$ cat src/tda_pkg.sv
// constants, state codes and calendar helpers of the time/date adder
// assumes a 16-bit word register port and one 25 MHz clock
package tda_pkg;

   // ---------------------------------------------------------------
   // widths
   // ---------------------------------------------------------------
   localparam int DW = 16;                 // word width
   localparam int AW = 5;                  // word address width

   // ---------------------------------------------------------------
   // register map (word addresses)
   // ---------------------------------------------------------------
   localparam logic [4:0] A_BASE = 5'h00;  // base_operand words 0..6
   localparam logic [4:0] A_ADD  = 5'h08;  // addend_operand words 0..2
   localparam logic [4:0] A_RES  = 5'h10;  // result_operand words 0..6
   localparam logic [4:0] A_CTRL = 5'h18;  // bit0 mode
   localparam logic [4:0] A_STAT = 5'h19;  // bit0 carry, bit1 error
   localparam logic [2:0] N_BASE = 3'h7;   // words in base and result
   localparam logic [2:0] N_ADD  = 3'h3;   // words in addend

   // ---------------------------------------------------------------
   // fields
   // ---------------------------------------------------------------
   localparam int CTRL_MODE = 0;
   localparam int ST_CARRY  = 0;
   localparam int ST_ERR    = 1;
   // mode 1 word positions
   localparam int I_YR = 0;
   localparam int I_MO = 1;
   localparam int I_DY = 2;
   localparam int I_DW = 3;
   localparam int I_HR = 4;
   localparam int I_MI = 5;
   localparam int I_SE = 6;
   // mode 0 and addend word positions
   localparam int J_HR = 0;
   localparam int J_MI = 1;
   localparam int J_SE = 2;

   // ---------------------------------------------------------------
   // limits and reset values
   // ---------------------------------------------------------------
   localparam logic [15:0] MAX_HR  = 16'h0017;  // 23
   localparam logic [15:0] MAX_MS  = 16'h003B;  // 59
   localparam logic [15:0] MAX_YR  = 16'h0063;  // 99
   localparam logic [15:0] MAX_MO  = 16'h000C;  // 12
   localparam logic [15:0] MAX_DY  = 16'h001F;  // 31
   localparam logic [15:0] ONE     = 16'h0001;
   localparam logic [15:0] MIN_60  = 16'h003C;  // 60
   localparam logic [16:0] HRS_DAY = 17'h00018; // 24
   localparam logic [15:0] WORD_RST = 16'h0000;
   localparam int          DOW_2000 = 6;       // 2000-01-01 is saturday
   localparam int          WEEK     = 7;

   // ---------------------------------------------------------------
   // types
   // ---------------------------------------------------------------
   typedef enum logic [1:0] {
      TDA_IDLE = 2'b00,
      TDA_LOAD = 2'b01,
      TDA_STEP = 2'b11,
      TDA_FIN  = 2'b10
   } tda_state_e;

   // leap years: 2000..2099 all multiples of four are leap
   function automatic logic tda_leap(input logic [15:0] yr);
      tda_leap = (yr[1:0] == 2'b00);
   endfunction

   // days in month for year 2000+yr
   function automatic logic [15:0] tda_dim(input logic [15:0] yr,
                                           input logic [15:0] mo);
      unique case (mo)
         16'h0004, 16'h0006, 16'h0009, 16'h000B: tda_dim = 16'h001E;
         16'h0002: tda_dim = tda_leap(yr) ? 16'h001D : 16'h001C;
         default:  tda_dim = 16'h001F;
      endcase
   endfunction

endpackage

$ cat src/tda_dow.sv
// day-of-week calculator for dates 2000-01-01 .. 2099-12-31
// assumes a valid year 0..99, month 1..12 and day 1..31 at its inputs
`timescale 1ns/10ps
module tda_dow (
   // date in
   input  wire logic [15:0] year_i,
   input  wire logic [15:0] month_i,
   input  wire logic [15:0] day_i,
   // weekday out, 0 sunday .. 6 saturday
   output logic      [15:0] dow_o
);

   int cum;
   int tot;

   // days before each month plus year and leap shifts, folded mod 7
   always_comb begin
      unique case (month_i)
         16'h0001: cum = 0;
         16'h0002: cum = 31;
         16'h0003: cum = 59;
         16'h0004: cum = 90;
         16'h0005: cum = 120;
         16'h0006: cum = 151;
         16'h0007: cum = 181;
         16'h0008: cum = 212;
         16'h0009: cum = 243;
         16'h000A: cum = 273;
         16'h000B: cum = 304;
         default:  cum = 334;
      endcase
      if (tda_pkg::tda_leap(year_i) && month_i > 16'h0002) begin
         cum = cum + 1;
      end
      tot = tda_pkg::DOW_2000 + int'(year_i[6:0])
          + (int'(year_i[6:0]) + 3) / 4 + cum + int'(day_i[4:0]) - 1;
      dow_o = 16'(tot % tda_pkg::WEEK);  // [RL14]
   end

endmodule

$ cat src/tda_adder.sv
// time/date adder: base_operand + addend_operand -> result_operand
// assumes a single-cycle word register port and a level enable per scan
`timescale 1ns/10ps

// Overview of operation
// RL1: mode 0 uses three words hour, minute, second for all operands.
// RL2: mode 1 uses seven-word base and result, three-word addend.
// RL3: add repeats on every scan while enable is high; the code starts a new add each time it is back in idle.
// RL4: caller gives mode 0 hours 0..23, minutes and seconds 0..59.
// RL5: mode 0 sum past 23:59:59 wraps by 24 hours and sets carry.
// RL6: mode 0 field out of range sets error flag and indicator.
// RL7: mode 1 adds addend time to full date/time, writes seven words.
// RL8: mode 1 ignores the base day-of-week word.
// RL9: mode 1 uses true month lengths, leap februaries of 29 days.
// RL10: caller gives valid mode 1 base date and time fields.
// RL11: year 0..99 means 2000..2099 for leap and weekday.
// RL12: mode 1 addend hours 0..65535, minutes and seconds 0..59.
// RL13: mode 1 result weekday computed from result date into word three.
// RL14: weekday codes 0 sunday up to 6 saturday.
// RL15: mode 1 invalid base date or time sets error flag and indicator.
// RL16: mode 1 sum past 99-12-31 23:59:59 sets error flag.
// RL17: mode 1 hours of 24 or more become whole days added.
// RL18: each addition yields result words and carry flag.
// RL19: carry clears on an addition that does not wrap the day.
// RL20: an addition that errors leaves the result words unchanged.
module tda_adder (
   // clock and reset
   input  wire logic        clk_i,
   input  wire logic        sys_rst_i,
   input  wire logic        ce_i,
   // operation trigger
   input  wire logic        time_add_op_i,
   // register port
   input  wire logic [4:0]  addr_i,
   input  wire logic [15:0] wr_data_i,
   input  wire logic        wr_stb_i,
   input  wire logic        rd_stb_i,
   output logic      [15:0] rd_data_o,
   // flags
   output logic             carry_flag_o,
   output logic             exec_error_flag_o,
   output logic             err_led_o
);

   // ---------------------------------------------------------------
   // state
   // ---------------------------------------------------------------
   typedef struct packed {
      tda_pkg::tda_state_e st;
      logic [6:0][15:0]    base;
      logic [2:0][15:0]    add;
      logic [6:0][15:0]    res;
      logic                mode;
      logic                carry;
      logic                err;
      logic                adv;     // a day was crossed
      logic [15:0]         wy;
      logic [15:0]         wmo;
      logic [15:0]         wd;
      logic [16:0]         wh;
      logic [15:0]         wmi;
      logic [15:0]         wse;
      logic [15:0]         rdata;
   } tda_state_s;

   tda_state_s  q;
   tda_state_s  n;
   logic [15:0] dow;
   logic [15:0] bh;
   logic [15:0] bm;
   logic [15:0] bs;
   logic [15:0] s_sum;
   logic [15:0] m_sum;
   logic        c_sec;
   logic        c_min;
   logic        bad;
   logic        at_end;

   // true when a word address falls in a window of cnt words
   function automatic logic in_win(input logic [4:0] a,
                                   input logic [4:0] base,
                                   input logic [2:0] cnt);
      in_win = (a >= base) && (a < base + 5'(cnt));
   endfunction

   // weekday of the working date
   tda_dow tda_dow_inst (
      .year_i  (q.wy),
      .month_i (q.wmo),
      .day_i   (q.wd),
      .dow_o   (dow)
   );

   // ---------------------------------------------------------------
   // operand decode and validity
   // ---------------------------------------------------------------
   // time words sit at 0..2 in mode 0, 4..6 in mode 1
   always_comb begin
      bh = q.mode ? q.base[tda_pkg::I_HR] : q.base[tda_pkg::J_HR]; // [RL1]
      bm = q.mode ? q.base[tda_pkg::I_MI] : q.base[tda_pkg::J_MI]; // [RL2]
      bs = q.mode ? q.base[tda_pkg::I_SE] : q.base[tda_pkg::J_SE];
      s_sum = bs + q.add[tda_pkg::J_SE];
      c_sec = (s_sum >= tda_pkg::MIN_60);
      m_sum = bm + q.add[tda_pkg::J_MI] + {15'h0000, c_sec};
      c_min = (m_sum >= tda_pkg::MIN_60);
      // time checks common to both modes
      bad = (bh > tda_pkg::MAX_HR) || (bm > tda_pkg::MAX_MS)
         || (bs > tda_pkg::MAX_MS)
         || (q.add[tda_pkg::J_MI] > tda_pkg::MAX_MS)
         || (q.add[tda_pkg::J_SE] > tda_pkg::MAX_MS);       // [RL6] [RL12]
      if (!q.mode) begin
         bad = bad || (q.add[tda_pkg::J_HR] > tda_pkg::MAX_HR); // [RL6]
      end else begin
         // date checks; the weekday word is not looked at
         bad = bad || (q.base[tda_pkg::I_YR] > tda_pkg::MAX_YR)
            || (q.base[tda_pkg::I_MO] == 16'h0000)
            || (q.base[tda_pkg::I_MO] > tda_pkg::MAX_MO)
            || (q.base[tda_pkg::I_DY] == 16'h0000)
            || (q.base[tda_pkg::I_DY] >
                tda_pkg::tda_dim(q.base[tda_pkg::I_YR],
                                 q.base[tda_pkg::I_MO]));  // [RL15] [RL8]
      end
      at_end = (q.wy == tda_pkg::MAX_YR) && (q.wmo == tda_pkg::MAX_MO)
            && (q.wd == tda_pkg::MAX_DY);
   end

   // ---------------------------------------------------------------
   // next state
   // ---------------------------------------------------------------
   always_comb begin
      n = q;
      n.rdata = tda_pkg::WORD_RST;
      // register reads, data in the following cycle only
      if (rd_stb_i) begin
         if (in_win(addr_i, tda_pkg::A_BASE, tda_pkg::N_BASE)) begin
            n.rdata = q.base[addr_i[2:0]];
         end else if (in_win(addr_i, tda_pkg::A_ADD, tda_pkg::N_ADD)) begin
            n.rdata = q.add[addr_i[1:0]];
         end else if (in_win(addr_i, tda_pkg::A_RES, tda_pkg::N_BASE)) begin
            n.rdata = q.res[addr_i[2:0]];
         end else if (addr_i == tda_pkg::A_CTRL) begin
            n.rdata = {15'h0000, q.mode};
         end else if (addr_i == tda_pkg::A_STAT) begin
            n.rdata = {14'h0000, q.err, q.carry};
         end
      end
      // register writes; a write of 1 to error bit clears it
      if (wr_stb_i) begin
         if (in_win(addr_i, tda_pkg::A_BASE, tda_pkg::N_BASE)) begin
            n.base[addr_i[2:0]] = wr_data_i;
         end else if (in_win(addr_i, tda_pkg::A_ADD, tda_pkg::N_ADD)) begin
            n.add[addr_i[1:0]] = wr_data_i;
         end else if (addr_i == tda_pkg::A_CTRL) begin
            n.mode = wr_data_i[tda_pkg::CTRL_MODE];
         end else if (addr_i == tda_pkg::A_STAT &&
                      wr_data_i[tda_pkg::ST_ERR]) begin
            n.err = 1'b0;
         end
      end
      // operation sequence
      unique case (q.st)
         tda_pkg::TDA_IDLE: begin
            if (time_add_op_i) begin
               n.st = tda_pkg::TDA_LOAD;                      // [RL3]
            end
         end
         tda_pkg::TDA_LOAD: begin
            if (bad) begin
               n.err = 1'b1;                            // [RL6] [RL15]
               n.st  = tda_pkg::TDA_IDLE;                       // [RL20]
            end else begin
               n.wy  = q.base[tda_pkg::I_YR];
               n.wmo = q.base[tda_pkg::I_MO];
               n.wd  = q.base[tda_pkg::I_DY];
               n.wse = c_sec ? s_sum - tda_pkg::MIN_60 : s_sum;
               n.wmi = c_min ? m_sum - tda_pkg::MIN_60 : m_sum;
               n.wh  = {1'b0, bh} + {1'b0, q.add[tda_pkg::J_HR]}
                     + {16'h0000, c_min};
               n.adv = 1'b0;
               n.st  = tda_pkg::TDA_STEP;
            end
         end
         tda_pkg::TDA_STEP: begin
            // one day per cycle while 24 hours or more remain
            if (q.wh >= tda_pkg::HRS_DAY) begin
               if (q.mode && at_end) begin
                  n.err = 1'b1;                          // [RL16] [RL20]
                  n.st  = tda_pkg::TDA_IDLE;
               end else begin
                  n.wh  = q.wh - tda_pkg::HRS_DAY;       // [RL5] [RL17]
                  n.adv = 1'b1;
                  if (q.wd == tda_pkg::tda_dim(q.wy, q.wmo)) begin
                     n.wd = tda_pkg::ONE;                       // [RL9]
                     if (q.wmo == tda_pkg::MAX_MO) begin
                        n.wmo = tda_pkg::ONE;
                        n.wy  = q.wy + tda_pkg::ONE;           // [RL11]
                     end else begin
                        n.wmo = q.wmo + tda_pkg::ONE;
                     end
                  end else begin
                     n.wd = q.wd + tda_pkg::ONE;
                  end
               end
            end else begin
               n.st = tda_pkg::TDA_FIN;
            end
         end
         tda_pkg::TDA_FIN: begin
            // commit result words and carry
            if (q.mode) begin
               n.res[tda_pkg::I_YR] = q.wy;                     // [RL7]
               n.res[tda_pkg::I_MO] = q.wmo;
               n.res[tda_pkg::I_DY] = q.wd;
               n.res[tda_pkg::I_DW] = dow;                      // [RL13]
               n.res[tda_pkg::I_HR] = q.wh[15:0];
               n.res[tda_pkg::I_MI] = q.wmi;
               n.res[tda_pkg::I_SE] = q.wse;
            end else begin
               n.res[tda_pkg::J_HR] = q.wh[15:0];               // [RL1]
               n.res[tda_pkg::J_MI] = q.wmi;
               n.res[tda_pkg::J_SE] = q.wse;
            end
            n.carry = q.adv;                             // [RL18] [RL19]
            n.st    = tda_pkg::TDA_IDLE;
         end
      endcase
   end

   // ---------------------------------------------------------------
   // state register
   // ---------------------------------------------------------------
   always_ff @(posedge clk_i) begin
      if (sys_rst_i) begin
         q <= '{st: tda_pkg::TDA_IDLE, default: '0};
      end else if (ce_i) begin
         q <= n;
      end
   end

   // outputs straight from flops
   assign rd_data_o         = q.rdata;
   assign carry_flag_o      = q.carry;
   assign exec_error_flag_o = q.err;
   assign err_led_o         = q.err;

   // ---------------------------------------------------------------
   // checks
   // ---------------------------------------------------------------
   a_scan_start: assert property (@(posedge clk_i) disable iff (sys_rst_i)
      ce_i && q.st == tda_pkg::TDA_IDLE && time_add_op_i
      |=> q.st == tda_pkg::TDA_LOAD)                                // [RL3]
      else $error("enable did not start an addition");

   a_mode0_wrap: assert property (@(posedge clk_i) disable iff (sys_rst_i)
      ce_i && q.st == tda_pkg::TDA_FIN && !q.mode
      |=> q.res[tda_pkg::J_HR] <= tda_pkg::MAX_HR
          && q.carry == $past(q.adv))                               // [RL5]
      else $error("mode 0 result hour or carry wrong");

   a_dow_range: assert property (@(posedge clk_i) disable iff (sys_rst_i)
      q.res[tda_pkg::I_DW] <= 16'h0006)                            // [RL14]
      else $error("weekday code above six");

   a_err_res_kept: assert property (@(posedge clk_i) disable iff (sys_rst_i)
      ce_i && q.st != tda_pkg::TDA_IDLE && !q.err ##1 q.err
      |-> $stable(q.res))                                          // [RL20]
      else $error("result changed on an error");

   a_carry_clear: assert property (@(posedge clk_i) disable iff (sys_rst_i)
      ce_i && q.st == tda_pkg::TDA_FIN && !q.adv |=> !q.carry)     // [RL19]
      else $error("carry left set without wrap");

   a_mode1_month: assert property (@(posedge clk_i) disable iff (sys_rst_i)
      ce_i && q.st == tda_pkg::TDA_FIN && q.mode
      |=> q.res[tda_pkg::I_DY] <= tda_pkg::tda_dim(q.res[tda_pkg::I_YR],
                                               q.res[tda_pkg::I_MO])
          && q.res[tda_pkg::I_HR] <= tda_pkg::MAX_HR)               // [RL9]
      else $error("mode 1 day or hour out of range");

   a_bad_base_err: assert property (@(posedge clk_i) disable iff (sys_rst_i)
      ce_i && q.st == tda_pkg::TDA_LOAD && bad
      |=> q.err && q.st == tda_pkg::TDA_IDLE)                 // [RL6] [RL15]
      else $error("invalid operand not flagged");

   a_end_overflow: assert property (@(posedge clk_i) disable iff (sys_rst_i)
      ce_i && q.st == tda_pkg::TDA_STEP && q.mode && at_end
      && q.wh >= tda_pkg::HRS_DAY |=> q.err)                       // [RL16]
      else $error("calendar overflow not flagged");

   a_day_step: assert property (@(posedge clk_i) disable iff (sys_rst_i)
      ce_i && q.st == tda_pkg::TDA_STEP && q.wh >= tda_pkg::HRS_DAY
      && !(q.mode && at_end)
      |=> q.wh == $past(q.wh) - tda_pkg::HRS_DAY && q.adv)         // [RL17]
      else $error("hours not reduced by one day");

   a_dow_written: assert property (@(posedge clk_i) disable iff (sys_rst_i)
      ce_i && q.st == tda_pkg::TDA_FIN && q.mode
      |=> q.res[tda_pkg::I_DW] == $past(dow))                      // [RL13]
      else $error("weekday word not written");

   // ---------------------------------------------------------------
   // read port, sticky flag, freeze, range and idle-wait checks
   // ---------------------------------------------------------------
   a_res_frozen: assert property (                                 // [RL20]
      @(posedge clk_i) disable iff (sys_rst_i)
      ce_i && q.st != tda_pkg::TDA_FIN |=> $stable(q.res))
      else $error("result changed outside commit");

   a_carry_frozen: assert property (                               // [RL19]
      @(posedge clk_i) disable iff (sys_rst_i)
      ce_i && q.st != tda_pkg::TDA_FIN |=> $stable(q.carry))
      else $error("carry changed outside commit");

   a_err_sticky: assert property (                                  // [RL6]
      @(posedge clk_i) disable iff (sys_rst_i)
      ce_i && q.err && !(wr_stb_i && addr_i == tda_pkg::A_STAT
      && wr_data_i[tda_pkg::ST_ERR]) |=> q.err)
      else $error("error flag dropped without a clear");

   a_rdata_idle: assert property (
      @(posedge clk_i) disable iff (sys_rst_i)
      ce_i && !rd_stb_i |=> q.rdata == tda_pkg::WORD_RST)
      else $error("read data stood past its cycle");

   a_time_norm: assert property (                                   // [RL7]
      @(posedge clk_i) disable iff (sys_rst_i)
      ce_i && q.st == tda_pkg::TDA_LOAD && !bad
      |=> q.wmi <= tda_pkg::MAX_MS && q.wse <= tda_pkg::MAX_MS)
      else $error("minute or second not normalised");

   a_year_range: assert property (                                 // [RL16]
      @(posedge clk_i) disable iff (sys_rst_i)
      ce_i && q.st == tda_pkg::TDA_FIN && q.mode
      |=> q.res[tda_pkg::I_YR] <= tda_pkg::MAX_YR)
      else $error("result year beyond range");

   a_idle_wait: assert property (                                   // [RL3]
      @(posedge clk_i) disable iff (sys_rst_i)
      ce_i && q.st == tda_pkg::TDA_IDLE && !time_add_op_i
      |=> q.st == tda_pkg::TDA_IDLE)
      else $error("addition began without enable");

endmodule

$ cat config.mk
export PLATFORM = sky130hd
export DESIGN_NAME = tda_adder
export DESIGN_NICKNAME = d
export VERILOG_FILES = /design/src/tda_pkg.sv /design/src/tda_dow.sv /design/src/tda_adder.sv
export SDC_FILE = /design/constraint.sdc
export NUM_CORES = 1
export LEC_CHECK = 0
export BUFFER_PORTS_ARGS = -buffer_cell sky130_fd_sc_hd__clkbuf_2
export CORE_MARGIN = 3
export CORE_UTILIZATION = 55
export CTS_CLUSTER_SIZE = 16
export DETAILED_ROUTE_END_ITERATION = 8
export PLACE_DENSITY_LB_ADDON = 0.15
export SLEW_MARGIN = 20
export SYNTH_ARGS = -nofsm -noshare
export SYNTH_HDL_FRONTEND = slang
export SYNTH_SLANG_ARGS = --single-unit
export TNS_END_PERCENT = 100
$ cat constraint.sdc
create_clock -name clk_i -period 36.6 [get_ports clk_i]
set_input_delay 0 -clock clk_i [delete_from_list [all_inputs] [get_ports clk_i]]
set_output_delay 0 -clock clk_i [all_outputs]
set_load 0.01 [all_outputs]
# After elaboration in Yosys (flattened, before gate mapping)
# Memory sizes are Yosys's and may differ from the RTL's. A register that Yosys moved wholly into a read port is not among the register bits.
# Cells that the tools add are included.
dict set report word_totals {
  ff_bits 391
  romBits 144
  inputBits 27
  output_inout_bits 19
  elab_cells 200
  memories 1
}
dict set report op_classes {
  addsub 19
  div 1
  order_cmp 23
  n_eq_ne 26
  mux 57
  bitwise 4
  reduce_logical 40
}
# memory depth width rd rd_ports_with_merged_regs wr line
set memory_table {}
lappend memory_table {{(name not given)} 16 9 1 1 0 tda_dow.sv:18} ;# unique case (month_i)
# operator n
set ops {}
lappend ops {{16-bit two-way mux} 21}
lappend ops {{67-bit one-hot mux with 2 select lines} 1}
lappend ops {{112-bit bitwise mux} 1}
lappend ops {{98-bit two-way mux} 1}
lappend ops {{16-bit binary-select mux with 3-bit select} 2}
lappend ops {{32-bit two-way mux} 3}
lappend ops {{16-bit by 4-bit equality test with 1-bit output (second input constant)} 5}
lappend ops {{67-bit two-way mux} 1}
lappend ops {{66-bit two-way mux} 1}
lappend ops {{32-bit adder} 2}
lappend ops {{16-bit by 3-bit equality test with 1-bit output (second input constant)} 4}
lappend ops {{16-bit by 6-bit greater-than comparator with 1-bit output (second input constant)} 4}
lappend ops {{16-bit by 1-bit adder with 16-bit output (second input constant)} 3}
lappend ops {{48-bit bitwise mux} 1}
lappend ops {{16-bit demux with 3-bit select} 1}
lappend ops {{48-bit two-way mux} 1}
lappend ops {{16-bit adder} 2}
lappend ops {{32-bit by 1-bit adder with 32-bit output} 1}
lappend ops {{32-bit by 2-bit adder with 32-bit output (second input constant)} 1}
lappend ops {{32-bit by 6-bit adder with 32-bit output} 1}
lappend ops {{16-bit binary-select mux with 2-bit select} 1}
lappend ops {{16-bit demux with 2-bit select} 1}
lappend ops {{16-bit by 2-bit equality test with 1-bit output (second input constant)} 2}
lappend ops {{16-bit by 6-bit >= comparator with 1-bit output (second input constant)} 2}
lappend ops {{54 further kinds} 107}

# Logic depth before layout (Yosys ltp)
dict set report logic_depth {
  word_depth 16
  depth_mapped 70
  mapped_depth_nobuf 64
}

# Modules after synthesis
# Synthesis repeated with hierarchy kept, for this count alone.
dict set report hier_totals {
  cells_unflattened 3359
  area_unflattened_um2 25937.4
}
# module instances cells_per_inst area_per_inst_um2 seq_area_each_um2
set by_module_without_submodules {}
lappend by_module_without_submodules {tda_adder 1 2805 21964.8 7827.5}
lappend by_module_without_submodules {tda_dow 1 554 3972.6 0.0}

# Worst setup path before layout
# Ideal clock, no wire load.
dict set report synth_path {
  kind {reg2reg}
  startpoint {reg q[116] in the netlist's numbering}
  endpoint {reg q[64] in the netlist's numbering}
  setup_ps 128
  t_arrival_ps 11836
  t_required_ps 36472
  setup_slack_ps 24636
  stages_incl_launch_ff 65
  path_buffers 6
  synth_period_minus_slack_ps 11964
  path_cell_list {dfxtp_1 clkbuf_1 clkbuf_1 clkbuf_1 clkbuf_1 buf_1 clkbuf_1 mux2i_1 inv_1 ha_1 a21o_1 a21oi_1 o21bai_1 a21oi_1 o21bai_1 a21oi_1 o21bai_1 a21oi_1 [... 29 more ...] o21ai_0 nand2b_1 a21o_1 a21o_1 a21o_1 a21o_1 a21o_1 a21o_1 a21o_1 a21o_1 a21o_1 a21o_1 a21oi_1 nor2b_1 o21ai_0 o31ai_1 a22oi_1 nor2_1}
}
dict set report synth_between {
  elab_chain_cells 14
  word_cells_on_any_way 30
  classes_between {5 x add/sub; 5 x order compare; 2 x eq/ne; 6 x mux; 12 x reduce/logical}
}
# element line
set synth_lines {}
lappend synth_lines {{start, declared} tda_adder.sv:66} ;# tda_state_s q;
lappend synth_lines {{start signal, assigned} tda_adder.sv:236} ;# q <= n;
lappend synth_lines {{branches (longest 14 deep; another with 17-bit by 1-bit adder with 17-bit output)} -}
# Several ways; the timed one is not identified. The select of a mux whose other input is x is not followed.
# A chain may end at the register's enable or synchronous reset.

# Worst setup path in the final report
dict set report layout_path {
  startpoint {reg q[91] in the netlist's numbering}
  endpoint {reg q[169] in the netlist's numbering}
}
dict set report layout_between {
  elab_chain_cells 8
  word_cells_on_any_way 10
  classes_between {4 x add/sub; 1 x div; 1 x order compare; 2 x mux; 2 x reduce/logical}
}
# element line
set layout_lines {}
lappend layout_lines {{12-bit zero test} tda_dow.sv:18}
lappend layout_lines {{32-bit two-way mux} tda_dow.sv:18}
lappend layout_lines {{32-bit by 2-bit adder with 32-bit output} tda_dow.sv:33} ;# cum = cum + 1;
lappend layout_lines {{32-bit two-way mux (*)} tda_dow.sv:32} ;# if (tda_pkg::tda_leap(year_i) && month_i > 16'h0002) begin
lappend layout_lines {{32-bit adder (*)} tda_dow.sv:36} ;# + (int'(year_i[6:0]) + 3) / 4 + cum + int'(day_i[4:0]) - 1;
lappend layout_lines {{32-bit by 6-bit adder with 32-bit output (*)} tda_dow.sv:36}
lappend layout_lines {{32-bit by 2-bit subtractor with 32-bit output (*)} tda_dow.sv:36}
lappend layout_lines {{32-bit by 4-bit modulo with 32-bit output (*)} tda_dow.sv:37} ;# dow_o = 16'(tot % tda_pkg::WEEK);
# Every way passes the cells marked *; elsewhere a longest branch is shown, timed or not.

==> qor_table.md <==
| Result | Reported | Unit |
| --- | --- | --- |
| Status | finished clean | - |
| Final Slew Violations | 0 | - |
| Width of the die | 221 | um |
| Top achievable clock speed | 75.9 | MHz |
| Post-route minimum period | 13.18 | ns |
| Total wire length | 90700 | um |
| Number of antenna diodes | 0 | - |
| Setup repair after global routing missed its margin | false | - |
| Final weighted congestion in routability-driven placement | 0.982 | - |
| Max-capacitance violation count | 0 | - |
| Violation count after the first detailed-routing iteration | 2586 | - |
| Pin slew with the least headroom to its limit | 1.16 | ns |
| Root buffer cell | sky130_fd_sc_hd__clkbuf_16 | - |
| Standard cell area after detailed placement | 0.0259 | mm^2 |
| Critical R2R Capture | q[169] | - |
| Most area-consuming cells after synthesis | sky130_fd_sc_hd__dfxtp_1 31%, sky130_fd_sc_hd__nand2_1 8.8%, sky130_fd_sc_hd__a21oi_1 6.9% | - |
| Total Die Area | 0.0489 | mm^2 |
| Total buffers and inverters traversed by the critical path | 3 | - |
| Predominant post-synthesis flop cell | sky130_fd_sc_hd__dfxtp_1 | - |
| Number of antenna violations at the first check in global routing | 1 | - |
| Slowest cell delay on critical path | 0.64 | ns |
| Register-to-Register Setup Slack | 23.42 | ns |
| Worst setup endpoint | q[169] | - |
| Total power density per cell area | 47.1 | mW/mm^2 |
| Number of synthesized register bits | 400 | - |
| Share of total power in sequential cells | 34.3 | % |
| Combinational share of power | 30.1 | % |
| Highest fanout seen on the critical path | 11 | - |
| TritonCTS clock tree | built | - |
| Min-delay worst type | primary input to register | - |
| Post-Syn Nets | 3375 | - |
| Synthesized instance count | 3232 | - |
| Library cell appearing most often on the critical path | sky130_fd_sc_hd__ha_1 | - |
| Yosys warning total | 0 | - |
| Number of different library cells in the post-synthesis netlist | 102 | - |
| Insertion delay to the later sink of the worst-skew pair | 0.59 | ns |
| Clk sinks | 400 | - |
| Fraction of the cycle the final worst path needs | 36.0 | % |
| Via count normalized by instance count | 6.48 | - |
| Pint | 853 | uW |
| Remaining routing DRC violations | 0 | - |
| Sw Ratio | 34.3 | % |
| Buffer depth of the longest clock path | 3 | - |
| Largest net degree at the start of global routing | 177 | - |
| Synth top cells by count | 600 x sky130_fd_sc_hd__nand2_1, 400 x sky130_fd_sc_hd__dfxtp_1, 351 x sky130_fd_sc_hd__a21oi_1 | - |
| Die Height | 221 | um |
| Family with the most delay on the worst path | simple AND/OR/NAND/NOR gates | - |
| Number of vias after detailed routing | 24.5k | - |
| Critical Path AT | 13.70 | ns |
| Total non-filler cell area in the finished layout | 0.0276 | mm^2 |
| Detailed-router iteration count before antenna repair | 6 | - |
| Launching instance or port of the critical path | q[91] | - |
| Post-Route Setup TNS | 0 | ns |
| All-Layer GR Usage | 35.8 | % |
| Yosys top cell area share | 31.4 | % |
| Max-Slew Margin vs Limit | 22.4 | % |
| Layout Skew | 0.0214 | ns |
| Required @ worst endpoint | 37.12 | ns |
| Total count of hold-check failures in the final report | 0 | - |
| Library cell with the highest instance count after synthesis | sky130_fd_sc_hd__nand2_1 | - |
| Total number of cells along the worst setup path | 49 | - |
| Post-detailed-placement half-perimeter wirelength | 66100 | um |
| Global-route wire length before repair | 138000 | um |
| Number of I/O port buffers | 45 | - |
| Nets@finish | 3293 | - |
| Boundary pin count | 46 | - |
| Fraction of power consumed by the clock network | 35.6 | % |
| Starting density of the core | 55.9 | % |
| Max VDD drop | 0.0383 | mV |
| Total number of H-tree levels | 2 | - |
| Setup violation total in the final timing report | 0 | - |
| Largest area contributor in the netlist | sky130_fd_sc_hd__dfxtp_1 | - |
| Core region area | 0.0456 | mm^2 |
| Post-CTS Setup Bufs | 0 | - |
| Fraction of layout instances using a drive strength above 1 | 9.15 | % |
| Mapped Avg Cell Area | 7.88 | um^2 |
| Register clock-pin slew on the reported worst setup and hold paths | 0.06 | ns |
| Highest-delay cell along the critical path | sky130_fd_sc_hd__a2111oi_0 | - |
| Average wire per cell in the routed design | 24.0 | um |
| Total leakage power | 0.0101 | uW |
| Reg2Reg Depth | 49 | - |
| Clock buffer count from CTS | 44 | - |
| Vias in the first global route | 23.0k | - |
| Cell Rows | 78 | - |
| Critical Path Sink Type | register | - |
| End-of-flow core utilization | 60.5 | % |
| Area growth syn-to-layout | 8.21 | % |
| Number of filler instances in the final layout | 4099 | - |
| Congestion Overflow GR | 0 | - |
| Ys async rst share | 0 | % |
| Startpoint class of the critical path | register | - |
| Startpoint of the worst-slack reg-to-reg timing path | q[91] | - |
| Category of the critical setup timing path | register to register | - |
| Sequential fraction of the synthesis area | 31.4 | % |
| Netlist area before placement | 0.0255 | mm^2 |
| DRT antenna net count | 0 | - |
| Switch Pwr | 445 | uW |
| Post-synth EDFFs | 0 | - |
## worst min-delay path by stage
stage / start / to / slack [ns] / cells after the start
2_1_floorplan: sys_rst_i / q[83] / 0.1 / 1
3_3_place_gp: wr_data_i[15] / q[324] / 0.37 / 3
3_5_place_dp: wr_data_i[15] / q[388] / 0.38 / 3
4_1_cts: addr_i[1] / rd_data_o[1] / 0.05 / 4
5_1_grt: addr_i[1] / rd_data_o[1] / 0.15 / 4
6_report: addr_i[1] / rd_data_o[1] / 0.09 / 4
## cells by family (layout without fill, tap and decap cells)
family / Yosys count / count (layout) / synth area share, %
flip-flops: 400 / 400 / 31.4
adder cells (fa/ha/maj): 117 / 117 / 6.18
AO/OA/AOI/OAI: 865 / 865 / 21.6
buffers and inverters: 302 / 252 / 4.76
AND/OR/NAND/NOR: 1217 / 1217 / 21.8
XOR/XNOR: 114 / 114 / 3.95
multiplexers: 217 / 217 / 10.3
## through the flow
step                total power, uW  instances  hold WS, ns  setup slack, ns
global route                   1360       3782        0.153            22.24
finish                         1300       3782       0.0904            23.42
global placement                823       3682        0.374            23.97
detailed placement              834       3682        0.379            23.68
CTS                            1290       3782       0.0541            23.61
floorplan                       755       3232       0.0997            24.64
## tightest hold or removal path, cell delays in order
cell and delay (ns):
sky130_fd_sc_hd__buf_4 0.23, sky130_fd_sc_hd__o221ai_1 0.14, sky130_fd_sc_hd__o2111ai_1 0.17, sky130_fd_sc_hd__a21oi_1 0.08
## flip-flops by register name, indices dropped and copies added, names as in the netlist, named ones only
register	flops
err_led_o	1
q	373
rd_data_o	16
carry_flag_o	1
## placed cells by master (no fill, tap or decap), types with 40 or more instances in the layout
master / instances
sky130_fd_sc_hd__nor4_1: 45
sky130_fd_sc_hd__inv_1: 81
sky130_fd_sc_hd__nor2_1: 240
sky130_fd_sc_hd__nand3_1: 49
sky130_fd_sc_hd__o21ai_0: 151
sky130_fd_sc_hd__clkbuf_2: 42
sky130_fd_sc_hd__a21oi_1: 351
sky130_fd_sc_hd__mux2_2: 45
sky130_fd_sc_hd__a211oi_1: 93
sky130_fd_sc_hd__and3_1: 40
sky130_fd_sc_hd__nand2_1: 599
sky130_fd_sc_hd__ha_1: 101
sky130_fd_sc_hd__a21o_1: 40
sky130_fd_sc_hd__xnor2_1: 54
sky130_fd_sc_hd__clkbuf_16: 46
sky130_fd_sc_hd__nor3_1: 40
sky130_fd_sc_hd__mux2i_1: 140
sky130_fd_sc_hd__dfxtp_1: 399
sky130_fd_sc_hd__xor2_1: 59
## repair_timing
item / CTS / global route
resized for setup: 0 / 0
hold buffers: 22 / 0
endpoints found under the hold margin: 220 / 0
## cell type report
type / instances / area (um^2) / share of cell area, %
sequential: 400 / 8010 / 29.1
inverter: 81 / 304 / 1.10
tap: 600 / 751 / 2.72
clock buffer: 66 / 1370 / 4.96
timing repair buffer: 93 / 668 / 2.42
clock inverter: 12 / 121 / 0.440
multi-input combinational: 2530 / 16300 / 59.3
## routing by layer
metal | GRT usage, % | vias to the layer above | wire [um]
met5 | 0 | - | 0
met1 | 44.0 | 11600 | 34800
met3 | 5.66 | 318 | 7040
li1 | - | 11300 | -
met2 | 58.1 | 1203 | 41400
met4 | 24.2 | 0 | 7510
## power by group through the flow
| stage | clock (uW) | sequential, uW | combinational [uW] |
|---|---|---|---|
| after global routing | 483 | 445 | 430 |
| after detailed placement | 0 | 454 | 380 |
| final | 462 | 445 | 391 |
| after floorplan | 0 | 451 | 303 |
| after global placement | 0 | 454 | 369 |
| after CTS | 465 | 445 | 383 |
No activity file was read; power rests on OpenSTA's default activity.
